--- src/sotf_pkg.sv ---
// constants for the breaker-open and switch-onto-fault window logic
package sotf_pkg;
	// clock and power-system timing
	localparam int unsigned SYS_CLK_HZ = 50_000_000;
	localparam int unsigned POWER_HZ = 60;
	// longest whole number of clocks inside one power cycle (rounds down)
	localparam int unsigned CLKS_PER_CYCLE = SYS_CLK_HZ / POWER_HZ;
	localparam int TICK_W = 20;
	localparam int SET_W = 16;
	// arm delay code that switches a path off
	localparam logic [15:0] ARM_OFF = 16'hffff;
	// register byte offsets
	localparam logic [4:0] OFF_CTRL = 5'h00;
	localparam logic [4:0] OFF_DROPOUT = 5'h04;
	localparam logic [4:0] OFF_STATUS_ARM = 5'h08;
	localparam logic [4:0] OFF_CLOSEBUS_ARM = 5'h0c;
	localparam logic [4:0] OFF_WINDOW = 5'h10;
	localparam logic [4:0] OFF_STATE = 5'h14;
	localparam logic [4:0] OFF_IRQ_STATUS = 5'h18;
	localparam logic [4:0] OFF_IRQ_MASK = 5'h1c;
	// control register fields
	localparam int CTRL_SOTF_EN_BIT = 0;
	localparam int CTRL_LED_CLR_BIT = 1;
	// state register fields
	localparam int ST_OPEN_BIT = 0;
	localparam int ST_WINDOW_BIT = 1;
	localparam int ST_STATUS_PATH_BIT = 2;
	localparam int ST_CLOSEBUS_PATH_BIT = 3;
	localparam int ST_LED_BIT = 4;
	localparam int ST_ARMED_BIT = 5;
	// interrupt event bits
	localparam int IRQ_W = 3;
	localparam int EV_OPEN_BIT = 0;
	localparam int EV_WINDOW_BIT = 1;
	localparam int EV_TRIP_BIT = 2;
	// reset values of the settings
	localparam logic [15:0] RST_DROPOUT = 16'h0001;
	localparam logic [15:0] RST_WINDOW = 16'h001e;
	localparam logic [15:0] RST_ARM = 16'hffff;
endpackage : sotf_pkg

--- src/timer_if.sv ---
// interface between the top logic and its cycle timers
`timescale 1ns/1ps
`default_nettype none
interface timer_if;
	logic in_lvl; // qualifying input level
	logic tick; // one clock per power cycle
	logic [15:0] set_a; // pickup or duration, in cycles
	logic [15:0] set_b; // dropout, in cycles
	logic out_lvl; // timer output
	modport timer (input in_lvl, input tick, input set_a, input set_b, output out_lvl);
	modport user (output in_lvl, output tick, output set_a, output set_b, input out_lvl);
endinterface : timer_if
`default_nettype wire

--- src/pudo_timer.sv ---
// pickup and dropout timer counted in power cycles
`timescale 1ns/1ps
`default_nettype none
module pudo_timer (
	input wire logic clk_sys_i,
	input wire logic sys_rst_i,
	timer_if.timer t
);
	logic [15:0] cnt_q; // cycles spent away from the output level
	logic out_q; // timer output
	logic differ; // input disagrees with output
	logic [15:0] limit; // count needed for a change
	assign differ = t.in_lvl != out_q;
	assign limit = out_q ? t.set_b : t.set_a;
	assign t.out_lvl = out_q;
	// count while input differs, restart at once when it agrees again
	always_ff @(posedge clk_sys_i) begin
		if (sys_rst_i || !differ) begin
			cnt_q <= 16'h0000;
		end else if (cnt_q >= limit) begin
			cnt_q <= 16'h0000;
		end else if (t.tick) begin
			cnt_q <= cnt_q + 16'h0001;
		end
	end
	// output follows input once the count is reached
	always_ff @(posedge clk_sys_i) begin
		if (sys_rst_i) begin
			out_q <= 1'b0;
		end else if (differ && cnt_q >= limit) begin
			out_q <= t.in_lvl;
		end
	end
endmodule : pudo_timer
`default_nettype wire

--- src/window_oneshot.sv ---
// rising-edge one-shot that holds for a set number of power cycles
`timescale 1ns/1ps
`default_nettype none
module window_oneshot (
	input wire logic clk_sys_i,
	input wire logic sys_rst_i,
	timer_if.timer t
);
	logic prev_q; // input one clock ago
	logic busy_q; // window running
	logic [15:0] cnt_q; // cycles elapsed in the window
	logic rise; // rising edge on the input
	assign rise = t.in_lvl && !prev_q;
	assign t.out_lvl = busy_q;
	// edge detector
	always_ff @(posedge clk_sys_i) begin
		prev_q <= sys_rst_i ? 1'b0 : t.in_lvl;
	end
	// start on an edge only when idle, new edges ignored while timing
	always_ff @(posedge clk_sys_i) begin
		if (sys_rst_i) begin
			busy_q <= 1'b0;
			cnt_q <= 16'h0000;
		end else if (!busy_q) begin
			busy_q <= rise;
			cnt_q <= 16'h0000;
		end else if (cnt_q >= t.set_a) begin
			busy_q <= 1'b0;
		end else if (t.tick) begin
			cnt_q <= cnt_q + 16'h0001;
		end
	end
endmodule : window_oneshot
`default_nettype wire

--- src/sotf_logic.sv ---
// breaker-open flag, switch-onto-fault window and register slave
//
// Functional notes
// - flag set: status low, no load current
// - flag clears only after dropout delay
// - sotf enable never touches the flag
// - status tied low: load detect alone
// - flag feeds overreach scheme and potential-loss
// - status path: flag held arm delay
// - status path holds window after flag drops
// - close-bus arm: no load for delay
// - close-bus monitor ANDed with arm output
// - window one-shot ignores edges while timing
// - window output ORs both paths
// - trip only with element and window
// - sotf trip lights the front indicator
`timescale 1ns/1ps
`default_nettype none
module sotf_logic #(
	parameter int unsigned CLKS_PER_CYCLE = sotf_pkg::CLKS_PER_CYCLE
) (
	input wire logic clk_sys_i,
	input wire logic sys_rst_i,
	// wishbone classic slave
	input wire logic wb_cyc_i,
	input wire logic wb_stb_i,
	input wire logic wb_we_i,
	input wire logic [4:0] wb_adr_i,
	input wire logic [3:0] wb_sel_i,
	input wire logic [31:0] wb_dat_i,
	output logic [31:0] wb_dat_o,
	output logic wb_ack_o,
	// protection inputs
	input wire logic breaker_status_input_i,
	input wire logic load_current_detect_i,
	input wire logic closebus_monitor_input_i,
	input wire logic sotf_trip_equation_i,
	// protection outputs
	output logic breaker_open_flag_o,
	output logic permissive_overreach_scheme_open_o,
	output logic potential_loss_logic_open_o,
	output logic sotf_window_output_o,
	output logic sotf_trip_o,
	output logic sotf_led_o,
	output logic irq_o
);
	// merge written byte lanes into a register value
	function automatic logic [31:0] lane_merge(input logic [31:0] old, input logic [31:0] wr,
			input logic [3:0] sel);
		logic [31:0] res;
		res = old;
		for (int i = 0; i < 4; i++) begin
			if (sel[i]) begin
				res[i*8 +: 8] = wr[i*8 +: 8];
			end
		end
		return res;
	endfunction : lane_merge

	// settings registers
	logic sotf_enable_setting_q; // kept for software, no effect on the flag
	logic [15:0] open_flag_dropout_delay_q; // flag dropout, cycles
	logic [15:0] status_path_arm_delay_q; // status path arming, cycles or off
	logic [15:0] closebus_path_arm_delay_q; // close-bus arming, cycles or off
	logic [15:0] sotf_window_duration_q; // window length, cycles
	logic [sotf_pkg::IRQ_W-1:0] irq_status_q; // sticky events
	logic [sotf_pkg::IRQ_W-1:0] irq_mask_q; // event enables

	// power-cycle tick generation
	localparam logic [sotf_pkg::TICK_W-1:0] TICK_LAST =
		sotf_pkg::TICK_W'(CLKS_PER_CYCLE - 1);
	logic [sotf_pkg::TICK_W-1:0] tick_cnt_q; // clocks into the cycle
	logic tick_q; // one clock per power cycle

	// output registers
	logic open_q; // registered flag copy
	logic window_q; // registered window
	logic trip_q; // registered trip
	logic led_q; // latched indicator
	logic irq_q; // registered interrupt
	logic ack_q; // bus acknowledge
	logic [31:0] dat_q; // bus read data

	// bus decode
	logic bus_req; // new access this clock
	logic bus_wr; // new write this clock
	logic [31:0] rd_mux; // read data selected by address
	logic [31:0] ctrl_wr; // merged control word
	logic led_clr; // software clears the indicator
	logic [31:0] state_word; // live state readback
	logic [31:0] dropout_wr; // dropout word after lane merge
	logic [31:0] status_arm_wr; // status arm word after lane merge
	logic [31:0] closebus_arm_wr; // close-bus arm word after lane merge
	logic [31:0] window_wr; // window word after lane merge
	logic [31:0] mask_wr; // mask word after lane merge
	logic [31:0] clr_wr; // clear bits after lane merge

	// timer interfaces
	timer_if open_t ();
	timer_if status_arm_t ();
	timer_if closebus_arm_t ();
	timer_if status_win_t ();
	timer_if closebus_win_t ();

	// path control
	logic raw_open; // instantaneous open condition
	logic status_en; // status path armed delay is not off
	logic closebus_en; // close-bus path armed delay is not off
	logic status_path; // status path contribution
	logic closebus_path; // close-bus path contribution
	logic window_d; // combined window
	logic trip_d; // trip permission
	logic [sotf_pkg::IRQ_W-1:0] ev; // events this clock
	logic [sotf_pkg::IRQ_W-1:0] ev_lvl; // levels behind the events
	logic [sotf_pkg::IRQ_W-1:0] ev_prev_q; // levels one clock ago
	logic [sotf_pkg::IRQ_W-1:0] irq_clr; // write-one-to-clear bits

	// tick divider, free running
	always_ff @(posedge clk_sys_i) begin
		if (sys_rst_i || tick_cnt_q == TICK_LAST) begin
			tick_cnt_q <= '0;
		end else begin
			tick_cnt_q <= tick_cnt_q + 1'b1;
		end
	end

	// one tick at the end of each cycle
	always_ff @(posedge clk_sys_i) begin
		tick_q <= !sys_rst_i && tick_cnt_q == TICK_LAST;
	end

	// open when no status, no load
	// status tied low leaves load alone
	assign raw_open = !breaker_status_input_i && !load_current_detect_i;

	assign open_t.in_lvl = raw_open;
	assign open_t.tick = tick_q;
	assign open_t.set_a = 16'h0000;
	assign open_t.set_b = open_flag_dropout_delay_q;
	pudo_timer open_tmr (
		.clk_sys_i(clk_sys_i),
		.sys_rst_i(sys_rst_i),
		.t(open_t)
	);

	// paths are live only when their arm delay is not off
	assign status_en = status_path_arm_delay_q != sotf_pkg::ARM_OFF;
	assign closebus_en = closebus_path_arm_delay_q != sotf_pkg::ARM_OFF;

	assign status_arm_t.in_lvl = open_t.out_lvl && status_en;
	assign status_arm_t.tick = tick_q;
	assign status_arm_t.set_a = status_path_arm_delay_q;
	assign status_arm_t.set_b = 16'h0000;
	pudo_timer status_arm_tmr (
		.clk_sys_i(clk_sys_i),
		.sys_rst_i(sys_rst_i),
		.t(status_arm_t)
	);

	assign status_win_t.in_lvl = status_arm_t.out_lvl;
	assign status_win_t.tick = tick_q;
	assign status_win_t.set_a = 16'h0000;
	assign status_win_t.set_b = sotf_window_duration_q;
	pudo_timer status_win_tmr (
		.clk_sys_i(clk_sys_i),
		.sys_rst_i(sys_rst_i),
		.t(status_win_t)
	);
	// a path switched off contributes nothing at once
	assign status_path = status_win_t.out_lvl && status_en;

	assign closebus_arm_t.in_lvl = !load_current_detect_i && closebus_en;
	assign closebus_arm_t.tick = tick_q;
	assign closebus_arm_t.set_a = closebus_path_arm_delay_q;
	assign closebus_arm_t.set_b = 16'h0000;
	pudo_timer closebus_arm_tmr (
		.clk_sys_i(clk_sys_i),
		.sys_rst_i(sys_rst_i),
		.t(closebus_arm_t)
	);

	assign closebus_win_t.in_lvl = closebus_monitor_input_i && closebus_arm_t.out_lvl;
	assign closebus_win_t.tick = tick_q;
	assign closebus_win_t.set_a = sotf_window_duration_q;
	assign closebus_win_t.set_b = 16'h0000;
	window_oneshot closebus_win_tmr (
		.clk_sys_i(clk_sys_i),
		.sys_rst_i(sys_rst_i),
		.t(closebus_win_t)
	);
	assign closebus_path = closebus_win_t.out_lvl && closebus_en;

	assign window_d = status_path || closebus_path;
	assign trip_d = sotf_trip_equation_i && window_d;

	// protection outputs, all registered
	always_ff @(posedge clk_sys_i) begin
		if (sys_rst_i) begin
			open_q <= 1'b0;
			window_q <= 1'b0;
			trip_q <= 1'b0;
		end else begin
			open_q <= open_t.out_lvl;
			window_q <= window_d;
			trip_q <= trip_d;
		end
	end

	always_ff @(posedge clk_sys_i) begin
		if (sys_rst_i) begin
			led_q <= 1'b0;
		end else if (trip_d) begin
			led_q <= 1'b1;
		end else if (led_clr) begin
			led_q <= 1'b0;
		end
	end

	assign breaker_open_flag_o = open_q;
	assign permissive_overreach_scheme_open_o = open_q;
	assign potential_loss_logic_open_o = open_q;
	assign sotf_window_output_o = window_q;
	assign sotf_trip_o = trip_q;
	assign sotf_led_o = led_q;

	// event rising edges
	assign ev_lvl[sotf_pkg::EV_OPEN_BIT] = open_t.out_lvl;
	assign ev_lvl[sotf_pkg::EV_WINDOW_BIT] = window_d;
	assign ev_lvl[sotf_pkg::EV_TRIP_BIT] = trip_d;
	assign ev = ev_lvl & ~ev_prev_q;

	// event level history
	always_ff @(posedge clk_sys_i) begin
		ev_prev_q <= sys_rst_i ? '0 : ev_lvl;
	end

	// bus access decode
	assign bus_req = wb_cyc_i && wb_stb_i && !ack_q;
	assign bus_wr = bus_req && wb_we_i;
	assign ctrl_wr = lane_merge({31'h0, sotf_enable_setting_q}, wb_dat_i, wb_sel_i);
	assign led_clr = bus_wr && wb_adr_i == sotf_pkg::OFF_CTRL &&
		ctrl_wr[sotf_pkg::CTRL_LED_CLR_BIT];
	// merged words as named wires, a function result cannot be sliced
	assign dropout_wr = lane_merge({16'h0, open_flag_dropout_delay_q}, wb_dat_i, wb_sel_i);
	assign status_arm_wr = lane_merge({16'h0, status_path_arm_delay_q}, wb_dat_i, wb_sel_i);
	assign closebus_arm_wr = lane_merge({16'h0, closebus_path_arm_delay_q}, wb_dat_i, wb_sel_i);
	assign window_wr = lane_merge({16'h0, sotf_window_duration_q}, wb_dat_i, wb_sel_i);
	assign mask_wr = lane_merge({29'h0, irq_mask_q}, wb_dat_i, wb_sel_i);
	assign clr_wr = lane_merge(32'h0, wb_dat_i, wb_sel_i);
	assign irq_clr = (bus_wr && wb_adr_i == sotf_pkg::OFF_IRQ_STATUS) ?
		clr_wr[sotf_pkg::IRQ_W-1:0] : '0;

	// sticky status, a new event beats a clear
	always_ff @(posedge clk_sys_i) begin
		if (sys_rst_i) begin
			irq_status_q <= '0;
		end else begin
			irq_status_q <= (irq_status_q & ~irq_clr) | ev;
		end
	end

	// level interrupt from unmasked status
	always_ff @(posedge clk_sys_i) begin
		irq_q <= !sys_rst_i && |(irq_status_q & irq_mask_q);
	end
	assign irq_o = irq_q;

	// settings writes
	always_ff @(posedge clk_sys_i) begin
		if (sys_rst_i) begin
			sotf_enable_setting_q <= 1'b0;
			open_flag_dropout_delay_q <= sotf_pkg::RST_DROPOUT;
			status_path_arm_delay_q <= sotf_pkg::RST_ARM;
			closebus_path_arm_delay_q <= sotf_pkg::RST_ARM;
			sotf_window_duration_q <= sotf_pkg::RST_WINDOW;
			irq_mask_q <= '0;
		end else if (bus_wr) begin
			unique case (wb_adr_i)
				sotf_pkg::OFF_CTRL: begin
					sotf_enable_setting_q <= ctrl_wr[sotf_pkg::CTRL_SOTF_EN_BIT];
				end
				sotf_pkg::OFF_DROPOUT: begin
					open_flag_dropout_delay_q <= dropout_wr[15:0];
				end
				sotf_pkg::OFF_STATUS_ARM: begin
					status_path_arm_delay_q <= status_arm_wr[15:0];
				end
				sotf_pkg::OFF_CLOSEBUS_ARM: begin
					closebus_path_arm_delay_q <= closebus_arm_wr[15:0];
				end
				sotf_pkg::OFF_WINDOW: begin
					sotf_window_duration_q <= window_wr[15:0];
				end
				sotf_pkg::OFF_IRQ_MASK: begin
					irq_mask_q <= mask_wr[sotf_pkg::IRQ_W-1:0];
				end
				default: begin
					// read-only or unmapped, ignored
				end
			endcase
		end
	end

	// live state word
	assign state_word = {26'h0, status_arm_t.out_lvl, led_q, closebus_path, status_path,
		window_d, open_t.out_lvl};

	// read data selection, unmapped reads zero
	assign rd_mux =
		(wb_adr_i == sotf_pkg::OFF_CTRL) ? {31'h0, sotf_enable_setting_q} :
		(wb_adr_i == sotf_pkg::OFF_DROPOUT) ? {16'h0, open_flag_dropout_delay_q} :
		(wb_adr_i == sotf_pkg::OFF_STATUS_ARM) ? {16'h0, status_path_arm_delay_q} :
		(wb_adr_i == sotf_pkg::OFF_CLOSEBUS_ARM) ? {16'h0, closebus_path_arm_delay_q} :
		(wb_adr_i == sotf_pkg::OFF_WINDOW) ? {16'h0, sotf_window_duration_q} :
		(wb_adr_i == sotf_pkg::OFF_STATE) ? state_word :
		(wb_adr_i == sotf_pkg::OFF_IRQ_STATUS) ? {29'h0, irq_status_q} :
		(wb_adr_i == sotf_pkg::OFF_IRQ_MASK) ? {29'h0, irq_mask_q} :
		32'h0000_0000;

	// one-clock acknowledge with registered data
	always_ff @(posedge clk_sys_i) begin
		if (sys_rst_i) begin
			ack_q <= 1'b0;
			dat_q <= 32'h0000_0000;
		end else begin
			ack_q <= bus_req;
			dat_q <= bus_req ? rd_mux : 32'h0000_0000;
		end
	end
	assign wb_ack_o = ack_q;
	assign wb_dat_o = dat_q;
endmodule : sotf_logic
`default_nettype wire

--- config.mk ---
export PLATFORM = sky130hd
export DESIGN_NAME = sotf_logic
export DESIGN_NICKNAME = d
export VERILOG_FILES = /design/src/sotf_pkg.sv /design/src/timer_if.sv /design/src/pudo_timer.sv /design/src/window_oneshot.sv /design/src/sotf_logic.sv
export SDC_FILE = /design/constraint.sdc
export NUM_CORES = 1
export LEC_CHECK = 0
export ABC_AREA = 1
export BUFFER_PORTS_ARGS = -buffer_cell sky130_fd_sc_hd__buf_2
export CAP_MARGIN = 30
export CORE_ASPECT_RATIO = 1.2
export CORE_UTILIZATION = 30
export CTS_CLUSTER_SIZE = 20
export DETAILED_ROUTE_END_ITERATION = 16
export SYNTH_ARGS = -nofsm -noshare
export SYNTH_HDL_FRONTEND = slang
export SYNTH_SLANG_ARGS = --single-unit
--- constraint.sdc ---
create_clock -name clk_sys_i -period 7.1 [get_ports clk_sys_i]
set_clock_uncertainty 0.15 [all_clocks]
set_input_delay 0.71 -clock clk_sys_i [delete_from_list [all_inputs] [get_ports clk_sys_i]]
set_output_delay 0.71 -clock clk_sys_i [all_outputs]
set_load 0.01 [all_outputs]
### After elaboration in Yosys (flattened, before gate mapping)

Index checks and enable logic that the tools add are counted.

* output and inout port bits: 40
* flip-flop bits (word level): 219
* input port bits: 50

* muxes and demuxes: 19
* reduce and logical (&&, ||, !) cells: 57
* magnitude comparators: 5
* $add $sub $neg: 6
* bitwise gates (word level): 9
* equality and inequality tests: 14

Operators by type and width (count)
* $mux W16: 8
* $add A16 B1 Y16 const B: 5
* $ge A16 B16 Y1: 5
* $ne A16 B16 Y1 const B: 2
* $reduce_and A3 Y1: 10
* $add A20 B1 Y20 const B: 1
* $eq A20 B20 Y1 const B: 1
* $eq A5 B5 Y1 const B: 4
* $logic_and A1 B1 Y1: 20
* $mux W3: 4
* $reduce_or A2 Y1: 6
* $eq A5 B4 Y1 const B: 2
* $and A3 B3 Y3: 3
* $logic_not A1 Y1: 9
* $reduce_or A9 Y1: 1
* $logic_or A1 B1 Y1: 6
* $mux W6: 1
* $not A3 Y3: 2
* $reduce_or A3 Y1: 2
* $eq A5 B3 Y1 const B: 1
* $logic_not A5 Y1: 1
* $mux W1: 5
* $ne A1 B1 Y1: 4
* $not A1 Y1: 3
* 4 further kinds: 4

### Logic depth before layout (Yosys ltp)

* depth after elaboration: 9
* depth in mapped cells: 14
* mapped depth without buffers: 14

### Modules after synthesis

From an unflattened synthesis, not the netlist that was laid out.

* cell total of the unflattened synthesis: 1712
* area total of the unflattened synthesis: 12399.4 µm²

Modules (own cells, without submodules)
* sotf_logic: sequential area each 2282.2 µm², cells an instance 691, area each 5074.9 µm², times used 1
* pudo_timer at closebus_arm_tmr ...: sequential area each 340.3 µm², cells an instance 195, area each 1440.1 µm², times used 2
* pudo_timer at open_tmr ...: sequential area each 340.3 µm², cells an instance 196, area each 1430.1 µm², times used 2
* window_oneshot: sequential area each 360.3 µm², cells an instance 239, area each 1584.0 µm², times used 1

### Worst setup path before layout

OpenSTA, ideal clock, no wires.

* path kind: flip-flop to flip-flop
* from: register closebus_arm_tmr.out_q (netlist: closebus_arm_tmr.t.out_lvl)
* to: register closebus_arm_tmr.cnt_q[6]
* required time: 6.829 ns
* setup time: 0.121 ns
* period minus slack after synthesis: 2.419 ns
* setup slack: 4.681 ns
* data arrival time: 2.148 ns
* cell stages (with the launch flop): 13
* path buffers: 3
* cells stage by stage: dfxtp_1 -> inv_1 -> clkbuf_1 -> nand2_1 -> ha_1 -> nand2_1 -> nor4_1 -> nand3_1 -> nand3_1 -> or2_1 -> buf_6 -> buf_12 -> nor2_4

* word-level cells in the longest chain between the ends: 4
* elaborated cells on any way between the ends: 6
* classes of those cells: order compare: 1; eq/ne: 1; mux: 1; reduce/logical: 3

RTL lines
* from (decl): RTL line pudo_timer.sv:10 `logic out_q;`
* from (signal assigned): RTL line pudo_timer.sv:31 `out_q <= t.in_lvl;`
* branches (longest 3 deep; another with $ge A16 B16 Y1)
* $reduce_or A2 Y1 (no source line) *
* to (signal assigned): RTL line pudo_timer.sv:23 `cnt_q <= cnt_q + 16'h0001;`
* to (decl): RTL line pudo_timer.sv:9 `logic [15:0] cnt_q;`

Mark *: on every way between the ends.
A chain may end at the register's enable or synchronous reset.

### Worst setup path after layout

* from: register open_tmr.out_q (netlist: open_tmr.t.out_lvl)
* to: register open_tmr.cnt_q[12]

* word-level cells in the longest chain between the ends: 4
* elaborated cells on any way between the ends: 6
* classes of those cells: order compare: 1; eq/ne: 1; mux: 1; reduce/logical: 3

RTL lines (RTL line)
* from (decl): pudo_timer.sv:10
* from (signal assigned): pudo_timer.sv:31
* branches (longest 3 deep; another with $ge A16 B16 Y1)
* $reduce_or A2 Y1 (no source line) *
* to (signal assigned): pudo_timer.sv:23
* to (decl): pudo_timer.sv:9

Marks and branches as above.

==> results_tabular.tex <==
\begin{tabular}{lr}
\hline
Metric & Value \\
\hline
\multicolumn{2}{l}{\textbf{Synthesis}} \\
Top cell type's share of synthesized area & 0.356 \\
Proportion of register bits with asynchronous set or reset after synthesis & 0 \\
Prevailing post-synth register cell & sky130\_fd\_sc\_hd\_\_dfxtp\_1 \\
Number of flops mapped to enable cells by yosys & 0 \\
Total standard cell area after synthesis & 11200 um\^{}2 \\
Leading cell type by number of instances after synthesis & sky130\_fd\_sc\_hd\_\_nand2\_1 \\
Biggest area consumer among synthesized cells & sky130\_fd\_sc\_hd\_\_dfxtp\_1 \\
Total of warnings raised by yosys & 0 \\
Post-synth cell types & 43 \\
Commonest cells in the netlist & sky130\_fd\_sc\_hd\_\_nand2\_1 (402), sky130\_fd\_sc\_hd\_\_dfxtp\_1 (200), sky130\_fd\_sc\_hd\_\_nor2\_1 (182) \\
Number of cells produced by synthesis & 1550 \\
Number of flip-flops and latches in the synthesized netlist & 200 \\
Leading post-synthesis cells by cell area & sky130\_fd\_sc\_hd\_\_dfxtp\_1 (36\%), sky130\_fd\_sc\_hd\_\_nand2\_1 (13\%), sky130\_fd\_sc\_hd\_\_ha\_1 (9.7\%), sky130\_fd\_sc\_hd\_\_nor2\_1 (6.1\%), sky130\_fd\_sc\_hd\_\_inv\_1 (4.8\%) \\
Per-instance average area after synthesis & 7.26 um\^{}2 \\
Fraction of the yosys area taken by sequential cells & 0.356 \\
\multicolumn{2}{l}{\textbf{Clock network}} \\
Count of buffers added by post-CTS timing repair for setup & 0 \\
TritonCTS clock tree & built \\
CTS Buf Count & 17 \\
Count of cells resized by post-cts repair & 0 \\
Clock insertion delay at the later pin of the skew report & 450 ps \\
CTS Sinks & 200 \\
Cell at the root of the clock tree & sky130\_fd\_sc\_hd\_\_clkbuf\_16 \\
Clock-pin slew reported for the worst setup and hold paths after clock tree synthesis & 80 ps \\
Hold-fix buffers, CTS & 0 \\
Maximum clock insertion buffer count & 2 \\
H-tree level count & 4 \\
\multicolumn{2}{l}{\textbf{Die}} \\
Horizontal extent of the die & 179 um \\
Number of core rows & 77 \\
Boundary Pins & 90 \\
Die extent in y & 214 um \\
Standard cell core area & 36900 um\^{}2 \\
Overall die area & 38300 um\^{}2 \\
Initial Utilization & 0.305 \\
\multicolumn{2}{l}{\textbf{Placement}} \\
Last weighted congestion value of the routability-driven placer & 0.877 \\
Input/output buffers & 55 \\
Dpl cell area & 11900 um\^{}2 \\
DP HPWL & 21500 um \\
\multicolumn{2}{l}{\textbf{Setup path}} \\
Kind of critical path & register to register \\
Arr. time, crit path & 3230 ps \\
Kind of capture point of the worst setup path & register \\
Family of cells with the greatest summed delay on the critical path & flip-flops \\
Cell breakdown of the critical path & nand2\_1 -> ha\_1 -> nand2\_1 -> inv\_1 -> o21ai\_0 -> nand2\_1 -> a21oi\_1 -> nand4\_1 -> a21oi\_1 \\
Register-to-register path setup slack & 4070 ps \\
Stages on the worst setup path & 9 \\
CP most frequent cell & sky130\_fd\_sc\_hd\_\_nand2\_1 \\
Critical R2R Capture & open\_tmr.cnt\_q[12] \\
Origin of the critical flop-to-flop path & open\_tmr.t.out\_lvl \\
Largest stage delay on the critical path & 910 ps \\
FF-to-FF path depth & 9 \\
Critical path fanouts, max & 23 \\
Required @ worst endpoint & 7310 ps \\
Worst path bufs/invs & 1 \\
Launching element type of the critical path & register \\
Cell with the largest stage delay on the worst path & sky130\_fd\_sc\_hd\_\_dfxtp\_1 \\
\multicolumn{2}{l}{\textbf{Min path}} \\
Worst hold path cell count & 1 \\
HP Start & ev\_prev\_q[1] \\
Hold/Removal Path Class & register to register \\
Hold-critical path endpoint & irq\_status\_q[1] \\
\multicolumn{2}{l}{\textbf{Final layout}} \\
Summed area of non-filler cells in the final layout & 12500 um\^{}2 \\
Layout net count & 1724 \\
Synth-to-layout area growth & 10.7\% \\
Ratio of cells with drive above 1 in the final layout & 0.100 \\
Antenna Diode Count & 0 \\
Layout filler cell count & 3958 \\
\multicolumn{2}{l}{\textbf{Timing}} \\
Final critical-path required period & 3030 ps \\
Worst rel slew slack & 0.407 \\
Final count of hold timing violations & 0 \\
Post-route fraction of the period consumed by the critical path & 0.426 \\
Max Fclk & 330 MHz \\
Setup TNS & 0 ps \\
RSZ-0062 raised after global routing & false \\
Number of slew-limit violations in the final report & 0 \\
\# setup viols final & 0 \\
Transition at the pin with the smallest max-transition slack & 889 ps \\
\multicolumn{2}{l}{\textbf{Global routing}} \\
Wire length of the first global-routing pass & 47200 um \\
Initial antenna violation count & 1 \\
Via count of the first global-routing pass & 9501 \\
Pin count of the biggest net entering global routing & 44 \\
All-layer global routing usage & 0.154 \\
Leftover overflow at the end of global routing & 0 \\
\multicolumn{2}{l}{\textbf{Route}} \\
Remaining antenna violation count & 0 \\
Initial DRC count & 671 \\
Drt via density & 4.77 \\
WL per Instance & 13.7 um \\
Total Wirelength & 28500 um \\
Total number of vias & 9898 \\
First-pass DRT Iterations & 6 \\
Detailed-route DRC error count & 0 \\
\multicolumn{2}{l}{\textbf{Flow run}} \\
Max capacitance violation total & 0 \\
\multicolumn{2}{l}{\textbf{Pwr}} \\
Post-layout total power & 2.22 mW \\
Max rail drop VDD & 0.101 mV \\
Leakage & 5.43 nW \\
Power per cell area & 178 nW/um\^{}2 \\
\multicolumn{2}{l}{\textbf{Status}} \\
Status & finished clean \\
\hline
\end{tabular}
[kinds of logic (layout without fill, tap and decap cells)]
kind of cell / after synthesis / count (layout) / share of synthesized area
adder cells (fa/ha/maj): 87 / 87 / 0.0968
AO/OA/AOI/OAI: 193 / 193 / 0.0973
other: 1 / 16 / 0.000333
multiplexers: 2 / 2 / 0.00178
flip-flops: 200 / 200 / 0.356
AND/OR/NAND/NOR: 792 / 792 / 0.314
XOR/XNOR: 65 / 65 / 0.0506
buffers and inverters: 210 / 245 / 0.0828
[worst reg2reg max path, stage by stage, from the launching register on]
cell and delay (ps):
sky130_fd_sc_hd__dfxtp_1 910, sky130_fd_sc_hd__nand2_1 120, sky130_fd_sc_hd__ha_1 320, sky130_fd_sc_hd__nand2_1 60
sky130_fd_sc_hd__inv_1 30, sky130_fd_sc_hd__o21ai_0 130, sky130_fd_sc_hd__nand2_1 80, sky130_fd_sc_hd__a21oi_1 210
sky130_fd_sc_hd__nand4_1 600, sky130_fd_sc_hd__a21oi_1 330
[power breakdown]
group	switching [mW]	total, mW	internal [mW]	leakage [nW]
logic	0.0483	0.0664	0.0181	3.52
clock network	0.490	1.03	0.536	0.290
registers	0.00484	1.13	1.12	1.61
[cells in the final DEF, fill, tap and decap left out, types with 31 or more instances in the layout]
cell / n
sky130_fd_sc_hd__nand2_1: 402
sky130_fd_sc_hd__buf_2: 55
sky130_fd_sc_hd__a21oi_1: 87
sky130_fd_sc_hd__nor2_1: 182
sky130_fd_sc_hd__dfxtp_1: 200
sky130_fd_sc_hd__ha_1: 87
sky130_fd_sc_hd__xor2_1: 50
sky130_fd_sc_hd__inv_1: 143
sky130_fd_sc_hd__o21ai_0: 52
sky130_fd_sc_hd__nand4_1: 33
sky130_fd_sc_hd__nand3_1: 74
sky130_fd_sc_hd__nor3_1: 31
[area by class of cell]
| cell class | count | area, um^2 | area share |
|---|---|---|---|
| multi-input combinational | 1155 | 6370 | 0.511 |
| sequential | 200 | 4000 | 0.321 |
| tap | 474 | 593 | 0.0476 |
| inverter | 154 | 578 | 0.0464 |
| clock buffer | 18 | 429 | 0.0345 |
| timing repair buffer | 59 | 305 | 0.0245 |
| clock inverter | 14 | 175 | 0.0141 |
[worst max-delay path by stage]
stage	start	to
final	open_tmr.t.out_lvl	open_tmr.cnt_q[12]
after detailed placement	sys_rst_i	open_tmr.cnt_q[1]
after floorplan	closebus_arm_tmr.t.out_lvl	closebus_arm_tmr.cnt_q[6]
after CTS	open_tmr.t.out_lvl	open_tmr.cnt_q[1]
after global routing	open_tmr.t.out_lvl	open_tmr.cnt_q[2]
after global placement	sys_rst_i	open_tmr.cnt_q[8]
[registers in the layout (all words and copies together) (netlist names), 2 cells and up]
signal	count
tick_cnt_q	20
closebus_arm_t.set_a	16
closebus_arm_tmr.cnt_q	16
closebus_win_t.set_a	16
closebus_win_tmr.cnt_q	16
open_flag_dropout_delay_q	16
open_tmr.cnt_q	16
status_arm_t.set_a	16
status_arm_tmr.cnt_q	16
status_win_tmr.cnt_q	16
wb_dat_o	16
irq_mask_q	3
irq_status_q	3
ev_prev_q	2
[through the flow]
step	instances	utilization	worst slack, ps	hold WS, ps
3_3_place_gp	2042	0.321	3790	281
2_1_floorplan	1565	-	4680	280
3_5_place_dp	2042	0.321	3740	287
4_1_cts	2074	0.338	4060	301
5_1_grt	2074	0.338	3660	319
6_report	2074	0.338	4070	296
[metal layers]
metal	track usage	part of all wire	up-vias	wire (um)
li1	-	-	5086	-
met1	0.205	0.48	4541	13500
met2	0.253	0.46	238	13100
met3	0.0255	0.052	31	1470
met4	0.0421	0.012	2	344
met5	0	0.00053	-	15
Power figures use the tool's default switching activity.
